[src/logic/wdog_defs.svh]
// Offsets, field positions, reset values and timing counts of the watchdog interval timer
`ifndef WDOG_DEFS_SVH
`define WDOG_DEFS_SVH

// Register offsets (byte addresses)
`define WDOG_OFS_RELOAD_VALUE       8'h00
`define WDOG_OFS_CONTROL            8'h04
`define WDOG_OFS_RESTART_STROBE     8'h08
`define WDOG_OFS_CURRENT_COUNT      8'h0c
`define WDOG_OFS_EXPIRY_STATUS      8'h10
`define WDOG_OFS_EXPIRY_IRQ_ENABLE  8'h14

// Control field positions
`define WDOG_CTL_RUN_ENABLE         0
`define WDOG_CTL_TEST               1
`define WDOG_CTL_STALL_SLEEP        2
`define WDOG_CTL_STALL_WEEK         3
`define WDOG_CTL_STALL_DEBUG        4
`define WDOG_CTL_IRQ_SELECT         9

// Status and interrupt enable field positions
`define WDOG_STS_EXPIRY_FLAG        0
`define WDOG_IEN_EXPIRY_INT         0

// Reset values
`define WDOG_RST_RELOAD             16'hffff
`define WDOG_RST_COUNT              16'hffff

// Timing: core clock rate, slow counting clock rate, slow periods per count
`define WDOG_CORE_HZ                25000000
`define WDOG_SLOW_HZ                32768
`define WDOG_SLOW_PER_COUNT         33
`define WDOG_SLOW_DIV               (`WDOG_CORE_HZ / `WDOG_SLOW_HZ)

`endif

[src/logic/wdog_pkg.sv]
// Types shared by the watchdog interval timer modules
`default_nettype none
package wdog_pkg;

  typedef struct packed {
    logic        valid;
    logic        write;
    logic [7:0]  addr;
    logic [31:0] wdata;
  } wdog_host_req_t;

  typedef struct packed {
    logic       debug_active;
    logic       week_timer_active;
    logic [1:0] sleep_timer_active;
  } wdog_stall_src_t;

  typedef struct packed {
    logic expiry_irq_select;
    logic stall_debug_en;
    logic stall_week_en;
    logic stall_sleep_en;
    logic run_enable;
  } wdog_ctrl_t;

  typedef enum logic [2:0] {
    WDOG_ST_OFF   = 3'b001,
    WDOG_ST_RUN   = 3'b010,
    WDOG_ST_STALL = 3'b100
  } wdog_state_t;

endpackage : wdog_pkg
`default_nettype wire

[src/logic/wdog_interval_timer.sv]
// Watchdog interval timer: registers, down-counter and expiry actions
//
// Operation
// Enabled counter not reloaded in time underflows and produces an expiry event.
// Firmware writes the load value first, then sets the enable bit.
// Clearing enable stops counting and gates the counting logic.
// Counter reloads on load write, restart strobe write, or expiry.
// One count per 33 periods of the 32 kHz clock.
// Interval is the countdown time from the load value to zero.
// Enabled stall holds the count; counting resumes from the held value.
// Register accesses run on the host clock and complete at once.
// Functional counting logic is paced by the 32 kHz clock.
// System reset returns every register and logic to default; status flag and interrupt enable are reset only by keep_resetn.
// Bits on the keep-on-expiry reset survive an expiry event.
// Expiry pulse raises interrupt if bit 9 set, else resets the controller.
// Interrupt-mode expiry clears the select bit by hardware.
// Load field is 16-bit read/write, default ffff, write reloads counter.
// Bit 4 stalls the counter while a debug session is active.
// Bit 3 stalls the counter while the week timer is active.
// Bit 2 stalls the counter while either sleep timer is active.
// Expiry sets the watchdog flag of the power-fail and reset status.
// Expiry event output stays set until system reset.
// Firmware reloads more often than the programmed interval.
// Restart strobe reloads only while enabled; reads return zero.
// Control bit 0 is the enable, default zero.
// Count register is a read-only view of the counter, default ffff.
// Status bit is write-one-clear and reset only by keep-on-expiry reset.
// Stall is the OR of each source gated by its own enable.
// Interrupt output is status bit AND interrupt enable bit.
`timescale 1ns/1ps
`default_nettype none
`include "wdog_defs.svh"
module wdog_interval_timer #(
  parameter int SLOW_DIV       = `WDOG_SLOW_DIV,
  parameter int SLOW_PER_COUNT = `WDOG_SLOW_PER_COUNT
) (
  input  wire logic                     core_clk,
  input  wire logic                     resetn,
  input  wire logic                     keep_resetn,
  input  wire wdog_pkg::wdog_host_req_t host_req,
  output logic                          host_ready,
  output logic [31:0]                   host_rdata,
  input  wire wdog_pkg::wdog_stall_src_t stall_src,
  output logic                          expiry_pulse,
  output logic                          expiry_event,
  output logic                          ec_subsys_reset,
  output logic                          pfr_wdog_set,
  output logic                          expiry_interrupt,
  output logic                          low_power
);
  import wdog_pkg::*;

  logic [15:0]  reload_q;
  logic [15:0]  count_q;
  wdog_ctrl_t   ctrl_q;
  logic         expiry_flag_q;
  logic         expiry_interrupt_en_q;
  logic         expiry_event_q;
  logic         expiry_pulse_q;
  logic         ec_reset_q;
  logic         pfr_set_q;
  logic [31:0]  rdata_q;
  wdog_state_t  state_q;
  wdog_state_t  state_d;

  logic         wr_hit;
  logic         rd_hit;
  logic         wr_reload;
  logic         wr_ctrl;
  logic         wr_strobe;
  logic         wr_status;
  logic         wr_ien;
  logic         kick;
  logic         stall;
  logic         run;
  logic         restart;
  logic         dec_tick;
  logic         expire;
  logic [2:0]   stall_active;
  logic [2:0]   stall_enable;

  ////////////////////////////////////////////////////////////////////////////
  // Host access decode; every access is taken in the cycle it is offered
  assign host_ready = 1'b1;
  assign wr_hit     = host_req.valid && host_req.write;
  assign rd_hit     = host_req.valid && !host_req.write;
  assign wr_reload  = wr_hit && (host_req.addr == `WDOG_OFS_RELOAD_VALUE);
  assign wr_ctrl    = wr_hit && (host_req.addr == `WDOG_OFS_CONTROL);
  assign wr_strobe  = wr_hit && (host_req.addr == `WDOG_OFS_RESTART_STROBE);
  assign wr_status  = wr_hit && (host_req.addr == `WDOG_OFS_EXPIRY_STATUS);
  assign wr_ien     = wr_hit && (host_req.addr == `WDOG_OFS_EXPIRY_IRQ_ENABLE);
  assign kick       = wr_strobe && ctrl_q.run_enable;

  ////////////////////////////////////////////////////////////////////////////
  // Stall sources and counting pace
  assign stall_active = {stall_src.debug_active,
                         stall_src.week_timer_active,
                         |stall_src.sleep_timer_active};
  assign stall_enable = {ctrl_q.stall_debug_en, ctrl_q.stall_week_en, ctrl_q.stall_sleep_en};

  wdog_stall #(
    .NUM_SRC (3)
  ) u_stall (
    .src_active (stall_active),
    .src_enable (stall_enable),
    .stall      (stall)
  );

  assign run     = ctrl_q.run_enable && !stall;
  assign restart = wr_reload || kick;

  wdog_tick_div #(
    .SLOW_DIV       (SLOW_DIV),
    .SLOW_PER_COUNT (SLOW_PER_COUNT)
  ) u_tick (
    .core_clk  (core_clk),
    .resetn    (resetn),
    .run       (run),
    .restart   (restart),
    .slow_tick (),
    .dec_tick  (dec_tick)
  );

  // Expiry on the count that would reach zero; a zero load expires on the next count
  // Count never steps down to zero while running: the expiry reload replaces the last step
  assign expire = dec_tick && (count_q <= 16'h0001);

  ////////////////////////////////////////////////////////////////////////////
  // Load register
  always_ff @(posedge core_clk) begin
    if (!resetn) begin
      reload_q <= `WDOG_RST_RELOAD;
    end else if (wr_reload) begin
      reload_q <= host_req.wdata[15:0];
    end
  end

  ////////////////////////////////////////////////////////////////////////////
  // Down-counter; a load write takes priority over every other reload cause
  always_ff @(posedge core_clk) begin
    if (!resetn) begin
      count_q <= `WDOG_RST_COUNT;
    end else if (wr_reload) begin
      count_q <= host_req.wdata[15:0];
    end else if (kick || expire) begin
      count_q <= reload_q;
    end else if (dec_tick) begin
      count_q <= count_q - 16'h0001;
    end
  end

  ////////////////////////////////////////////////////////////////////////////
  // Control register; a firmware write in the expiry cycle wins over the
  // hardware clear of the select bit, so the written value is never lost
  always_ff @(posedge core_clk) begin
    if (!resetn) begin
      ctrl_q <= '0;
    end else if (wr_ctrl) begin
      ctrl_q.run_enable        <= host_req.wdata[`WDOG_CTL_RUN_ENABLE];
      ctrl_q.stall_sleep_en    <= host_req.wdata[`WDOG_CTL_STALL_SLEEP];
      ctrl_q.stall_week_en     <= host_req.wdata[`WDOG_CTL_STALL_WEEK];
      ctrl_q.stall_debug_en    <= host_req.wdata[`WDOG_CTL_STALL_DEBUG];
      ctrl_q.expiry_irq_select <= host_req.wdata[`WDOG_CTL_IRQ_SELECT];
    end else if (expire && ctrl_q.expiry_irq_select) begin
      ctrl_q.expiry_irq_select <= 1'b0;
    end
  end

  ////////////////////////////////////////////////////////////////////////////
  // Status and interrupt enable survive an expiry-driven system reset
  always_ff @(posedge core_clk) begin
    if (!keep_resetn) begin
      expiry_flag_q <= 1'b0;
    end else if (expire && ctrl_q.expiry_irq_select) begin
      expiry_flag_q <= 1'b1;
    end else if (wr_status && host_req.wdata[`WDOG_STS_EXPIRY_FLAG]) begin
      expiry_flag_q <= 1'b0;
    end
  end

  always_ff @(posedge core_clk) begin
    if (!keep_resetn) begin
      expiry_interrupt_en_q <= 1'b0;
    end else if (wr_ien) begin
      expiry_interrupt_en_q <= host_req.wdata[`WDOG_IEN_EXPIRY_INT];
    end
  end

  assign expiry_interrupt = expiry_flag_q && expiry_interrupt_en_q;

  ////////////////////////////////////////////////////////////////////////////
  // Expiry actions, one register per output so each pulse stands one cycle
  always_ff @(posedge core_clk) begin
    if (!resetn) begin
      expiry_pulse_q <= 1'b0;
    end else begin
      expiry_pulse_q <= expire;
    end
  end

  // Mode comes from the select bit before the hardware clears it in that cycle
  always_ff @(posedge core_clk) begin
    if (!resetn) begin
      ec_reset_q <= 1'b0;
    end else begin
      ec_reset_q <= expire && !ctrl_q.expiry_irq_select;
    end
  end

  always_ff @(posedge core_clk) begin
    if (!resetn) begin
      pfr_set_q <= 1'b0;
    end else begin
      pfr_set_q <= expire;
    end
  end

  // Sticky until system reset; only the reset clears it, so no clear race exists
  always_ff @(posedge core_clk) begin
    if (!resetn) begin
      expiry_event_q <= 1'b0;
    end else if (expire) begin
      expiry_event_q <= 1'b1;
    end
  end

  assign expiry_pulse    = expiry_pulse_q;
  assign ec_subsys_reset = ec_reset_q;
  assign pfr_wdog_set    = pfr_set_q;
  assign expiry_event    = expiry_event_q;

  ////////////////////////////////////////////////////////////////////////////
  // Power state: off while disabled, stalled while an enabled source is active
  always_comb begin
    state_d = state_q;
    // Disable outranks a stall, so switching off a stalled watchdog lands in off
    case (state_q)
      WDOG_ST_OFF: begin
        if (ctrl_q.run_enable) begin
          state_d = stall ? WDOG_ST_STALL : WDOG_ST_RUN;
        end
      end
      WDOG_ST_RUN: begin
        if (!ctrl_q.run_enable) begin
          state_d = WDOG_ST_OFF;
        end else if (stall) begin
          state_d = WDOG_ST_STALL;
        end
      end
      WDOG_ST_STALL: begin
        if (!ctrl_q.run_enable) begin
          state_d = WDOG_ST_OFF;
        end else if (!stall) begin
          state_d = WDOG_ST_RUN;
        end
      end
      default: begin
        state_d = WDOG_ST_OFF;
      end
    endcase
  end

  always_ff @(posedge core_clk) begin
    if (!resetn) begin
      state_q <= WDOG_ST_OFF;
    end else begin
      state_q <= state_d;
    end
  end

  assign low_power = (state_q != WDOG_ST_RUN);

  ////////////////////////////////////////////////////////////////////////////
  // Read data, registered one cycle after the read; unmapped reads return zero
  always_ff @(posedge core_clk) begin
    if (!resetn) begin
      rdata_q <= '0;
    end else if (rd_hit) begin
      rdata_q <= '0;
      // Reserved and test bits read as zero
      case (host_req.addr)
        `WDOG_OFS_RELOAD_VALUE: rdata_q[15:0] <= reload_q;
        `WDOG_OFS_CONTROL: begin
          rdata_q[`WDOG_CTL_RUN_ENABLE]  <= ctrl_q.run_enable;
          rdata_q[`WDOG_CTL_STALL_SLEEP] <= ctrl_q.stall_sleep_en;
          rdata_q[`WDOG_CTL_STALL_WEEK]  <= ctrl_q.stall_week_en;
          rdata_q[`WDOG_CTL_STALL_DEBUG] <= ctrl_q.stall_debug_en;
          rdata_q[`WDOG_CTL_IRQ_SELECT]  <= ctrl_q.expiry_irq_select;
        end
        `WDOG_OFS_RESTART_STROBE: rdata_q <= '0;
        `WDOG_OFS_CURRENT_COUNT: rdata_q[15:0] <= count_q;
        `WDOG_OFS_EXPIRY_STATUS: rdata_q[`WDOG_STS_EXPIRY_FLAG] <= expiry_flag_q;
        `WDOG_OFS_EXPIRY_IRQ_ENABLE: rdata_q[`WDOG_IEN_EXPIRY_INT] <= expiry_interrupt_en_q;
        default: rdata_q <= '0;
      endcase
    end
  end

  assign host_rdata = rdata_q;

endmodule : wdog_interval_timer
`default_nettype wire

[src/logic/wdog_stall.sv]
// Stall combiner: each stall source gated by its own enable bit
`timescale 1ns/1ps
`default_nettype none
module wdog_stall #(
  parameter int NUM_SRC = 3
) (
  input  wire logic [NUM_SRC-1:0] src_active,
  input  wire logic [NUM_SRC-1:0] src_enable,
  output logic                    stall
);
  import wdog_pkg::*;

  logic [NUM_SRC-1:0] gated;

  genvar i;
  generate
    for (i = 0; i < NUM_SRC; i++) begin : g_src
      assign gated[i] = src_active[i] & src_enable[i];
    end
  endgenerate

  assign stall = |gated;

endmodule : wdog_stall
`default_nettype wire

[src/logic/wdog_tick_div.sv]
// Slow-clock enable divider and per-count prescaler of the watchdog
`timescale 1ns/1ps
`default_nettype none
`include "wdog_defs.svh"
module wdog_tick_div #(
  parameter int SLOW_DIV       = `WDOG_SLOW_DIV,
  parameter int SLOW_PER_COUNT = `WDOG_SLOW_PER_COUNT
) (
  input  wire logic core_clk,
  input  wire logic resetn,
  input  wire logic run,
  input  wire logic restart,
  output logic      slow_tick,
  output logic      dec_tick
);
  import wdog_pkg::*;

  localparam int DW = $clog2(SLOW_DIV);
  localparam int PW = $clog2(SLOW_PER_COUNT);
  localparam logic [DW-1:0] DIV_LAST = DW'(SLOW_DIV - 1);
  localparam logic [PW-1:0] PRE_LAST = PW'(SLOW_PER_COUNT - 1);

  logic [DW-1:0] div_q;
  logic [PW-1:0] pre_q;

  ////////////////////////////////////////////////////////////////////////////
  // Free-running slow clock enable, stands in for the 32 kHz clock
  always_ff @(posedge core_clk) begin
    if (!resetn) begin
      div_q <= '0;
    end else if (div_q == DIV_LAST) begin
      div_q <= '0;
    end else begin
      div_q <= div_q + 1'b1;
    end
  end

  assign slow_tick = (div_q == DIV_LAST);

  ////////////////////////////////////////////////////////////////////////////
  // Prescaler holds while not running, so a stall resumes mid-count
  always_ff @(posedge core_clk) begin
    if (!resetn || restart) begin
      pre_q <= '0;
    end else if (run && slow_tick) begin
      if (pre_q == PRE_LAST) begin
        pre_q <= '0;
      end else begin
        pre_q <= pre_q + 1'b1;
      end
    end
  end

  assign dec_tick = run && slow_tick && (pre_q == PRE_LAST) && !restart;

endmodule : wdog_tick_div
`default_nettype wire

[config.mk]
export PLATFORM = sky130hd
export DESIGN_NAME = wdog_interval_timer
export DESIGN_NICKNAME = d
export VERILOG_FILES = /design/src/logic/wdog_pkg.sv /design/src/logic/wdog_interval_timer.sv /design/src/logic/wdog_stall.sv /design/src/logic/wdog_tick_div.sv
export VERILOG_INCLUDE_DIRS = /design/src /design/src/logic
export SDC_FILE = /design/constraint.sdc
export NUM_CORES = 1
export LEC_CHECK = 0
export CAP_MARGIN = 40
export CORE_MARGIN = 5
export CORE_UTILIZATION = 53
export DETAILED_ROUTE_END_ITERATION = 6
export DONT_BUFFER_PORTS = 1
export PLACE_DENSITY = 0.7
export SLEW_MARGIN = 20
export SYNTH_ARGS = -nofsm -noshare
export SYNTH_HDL_FRONTEND = slang
export SYNTH_SLANG_ARGS = --single-unit
[constraint.sdc]
create_clock -name core_clk -period 3.2 [get_ports core_clk]
set_input_delay 0.96 -clock core_clk [delete_from_list [all_inputs] [get_ports core_clk]]
set_output_delay 0.96 -clock core_clk [all_outputs]
set_load 0.005 [all_outputs]
==> out/metrics.yaml <==
status:
  outcome: "completed"
power_and_ir_drop:
  p_leak_nw: 1.603
  vdd_drop_max_uv: 239.4
  p_per_area_mw_per_mm2: 418.4
yosys:
  synth_largest_area_cell: "dfxtp_1"
  synth_top_cell_area_share_pct: 37.64
  netlist_top_cells_count: "dfxtp_1 (77), nor2_1 (65), nand2_1 (51), a21oi_1 (24), buf_4 (21)"
  async_flop_share_pct: 0
  synth-edff-count: 0
  seq_area_frac_synth_pct: 37.64
  syn_inst: 487
  synth_ff_type: "dfxtp_1"
  ys_warn_count: 0
  synth.avg_cell_area_um2: 8.409
  ys_ff_latch: 77
  synth_most_common_cell: "dfxtp_1"
  synth.distinct_cells: 58
  synth_area_leaders: "dfxtp_1 (38%), nor2_1 (6.0%), nand2_1 (4.7%)"
  syn-cell-area_mm2: 0.004095
placement:
  io_buffer_count: 0
  hpwl_mm: 7.149
  gp_congestion: 0.8913
  place_area_mm2: 0.004095
floorplanning:
  die-height_um: 97.90
  core-area_mm2: 0.007607
  start_util_pct: 53.83
  boundaryPins: 88
  die_area_mm2: 0.009584
  num_rows: 32
  die_x_um: 97.90
sta:
  fin_tns_setup_ns: 0
  finalHoldViolCount: 0
  fin_crit_sh_pct: 76.46
  setup_viol: 0
  finalCriticalPeriod_ns: 2.447
  slew_headroom_pct: 48.07
  fin_skew_ns: 0.01107
  fmax_mhz: 408.7
  finalMaxSlewViolations: 0
  rsz0062_at_grt: "no"
  tightest_slew_ns: 0.7790
global_routing:
  grt-ovfl-total: 0
  gr-usage-all-layers_pct: 20.94
  grt_pass1_vias: 3332
  antenna_found_initial: 0
  grt_pass1_wl_mm: 16.42
  grt_max_degree: 45
clock_network:
  htreeDepth: 3
  root_buffer: "clkbuf_8"
  post-cts-setup-buffers: 0
  cts_hold_buffers: 0
  cts.sinks: 77
  worstSkewPairLatency_ns: 0.36
  cts-resized-gates: 0
  cts_tree: "built"
  clk_path_buf_depth: 2
  clk_pin_slew_ns: 0.08
  cts_buffers: 9
worst_setup_path:
  cp_num_buf_inv: 1
  slowest_stage: "nor4_2"
  crit_type: "in -> reg"
  critPathTopFamily: "simple AND/OR/NAND/NOR gates"
  crit_fanout: 9
  endpoint_kind: "register"
  start_kind: "primary input"
  required_ns: 3.45
  slowest_delay_ns: 0.53
  arrival_ns: 2.69
  crit_chain: "nor4_2 -> nand3_1 -> buf_4 -> and2_1 -> o21ai_0 -> a21oi_1"
drt:
  via_count: 3355
  viasPerCell: 5.735
  wirelength_mm: 10.01
  drt_iter0_markers: 161
  drc: 0
  antenna_left: 0
  wl_per_cell_um: 17.11
  drt_first_pass_iters: 4
cells_and_area:
  n_antenna_cell: 0
  nets: 533
  fin_area_mm2: 0.004295
  area_delta_synth_final_pct: 4.888
  drive_above_1_share_pct: 9.317
flow_run:
  cap_violations: 0
worst_hold_path:
  min_path_type: "reg -> reg"
## power by group
group | switching (mW) | internal [mW]
Combinational | 0.0399 | 0.0281
Sequential | 0.00908 | 0.969
Clock | 0.372 | 0.378
Total | 0.421 | 1.38
## metal layers
layer / part of all wire [%] / track usage, % / wire length, µm
met1: 45 / 27.29 / 4539
met2: 46 / 33.40 / 4622
met3: 6.4 / 5.000 / 637
met4: 2.1 / 8.413 / 212
met5: 0 / 0 / 0
## cell type report
class                           instances  area, µm²
Clock buffer                           10      137.6
Clock inverter                          6      62.56
Fill cell                             725       3312
Inverter                                7      26.28
Multi-Input combinational cell        373       2325
Sequential cell                        77       1541
Tap cell                              102      127.6
Timing Repair Buffer                   10      75.07
## registers in the layout, indices dropped and copies added, names as in the netlist
signal and count:
u_tick.pre_q 6, state_q 3, ctrl_q 5, count_q 16, u_tick.div_q 10, reload_q 16
host_rdata 16, expiry_flag_q 1, ec_subsys_reset 1, expiry_event 1, pfr_wdog_set 1, expiry_interrupt_en_q 1
## worst paths after layout
check,from,end,slack (ns),depth (start not counted)
min,u_tick.div_q[0]$_SDFF_PP0_,u_tick.div_q[0]$_SDFF_PP0_,0.47,1
min reg2reg,u_tick.div_q[0]$_SDFF_PP0_,u_tick.div_q[0]$_SDFF_PP0_,0.47,1
max reg2reg,count_q[0]$_SDFFE_PN1P_,count_q[6]$_SDFFE_PN1P_,0.96,8
max,host_req[35],count_q[8]$_SDFFE_PN1P_,0.75,6
## logic make-up (layout without fill, tap and decap cells)
family | Yosys count | in the layout | synth area share, %
buf+inv | 52 | 33 | 6.966
xor+xnor | 21 | 21 | 4.491
simple gates | 215 | 215 | 28.60
compound gates | 106 | 106 | 18.27
fa+ha+maj | 6 | 6 | 1.833
flops | 77 | 77 | 37.64
other cells | 2 | 17 | 0.1834
mux | 8 | 8 | 2.017
## layout by cell type, fill, tap and decap left out, types with 6 or more instances in the layout
cell type	n
nand3_1	12
conb_1	17
nor2b_1	16
inv_1	7
a21oi_1	24
a22oi_1	8
clkbuf_8	10
o21ai_0	16
and2_1	7
ha_1	6
mux2i_1	6
xnor2_1	10
a221oi_1	15
nand2_1	51
a21boi_0	14
nand4_1	9
xor2_1	11
dfxtp_1	77
nor3b_1	13
nor2_1	65
buf_4	10
and3_1	7
## through the flow
step | setup WS [ns] | hold slack (ns) | power [mW] | cells | utilization (%)
after floorplan | 0.6834 | 0.4295 | 1.075 | 502 | -
after global placement | 0.4836 | 0.4392 | 1.068 | 569 | 53.83
after detailed placement | 0.4630 | 0.4535 | 1.070 | 569 | 53.83
after CTS | 0.8384 | 0.4693 | 1.810 | 585 | 56.46
after global routing | 0.6186 | 0.5072 | 1.863 | 585 | 56.46
final | 0.7532 | 0.4700 | 1.797 | 585 | 56.46
(Power assumes the default switching activity.)
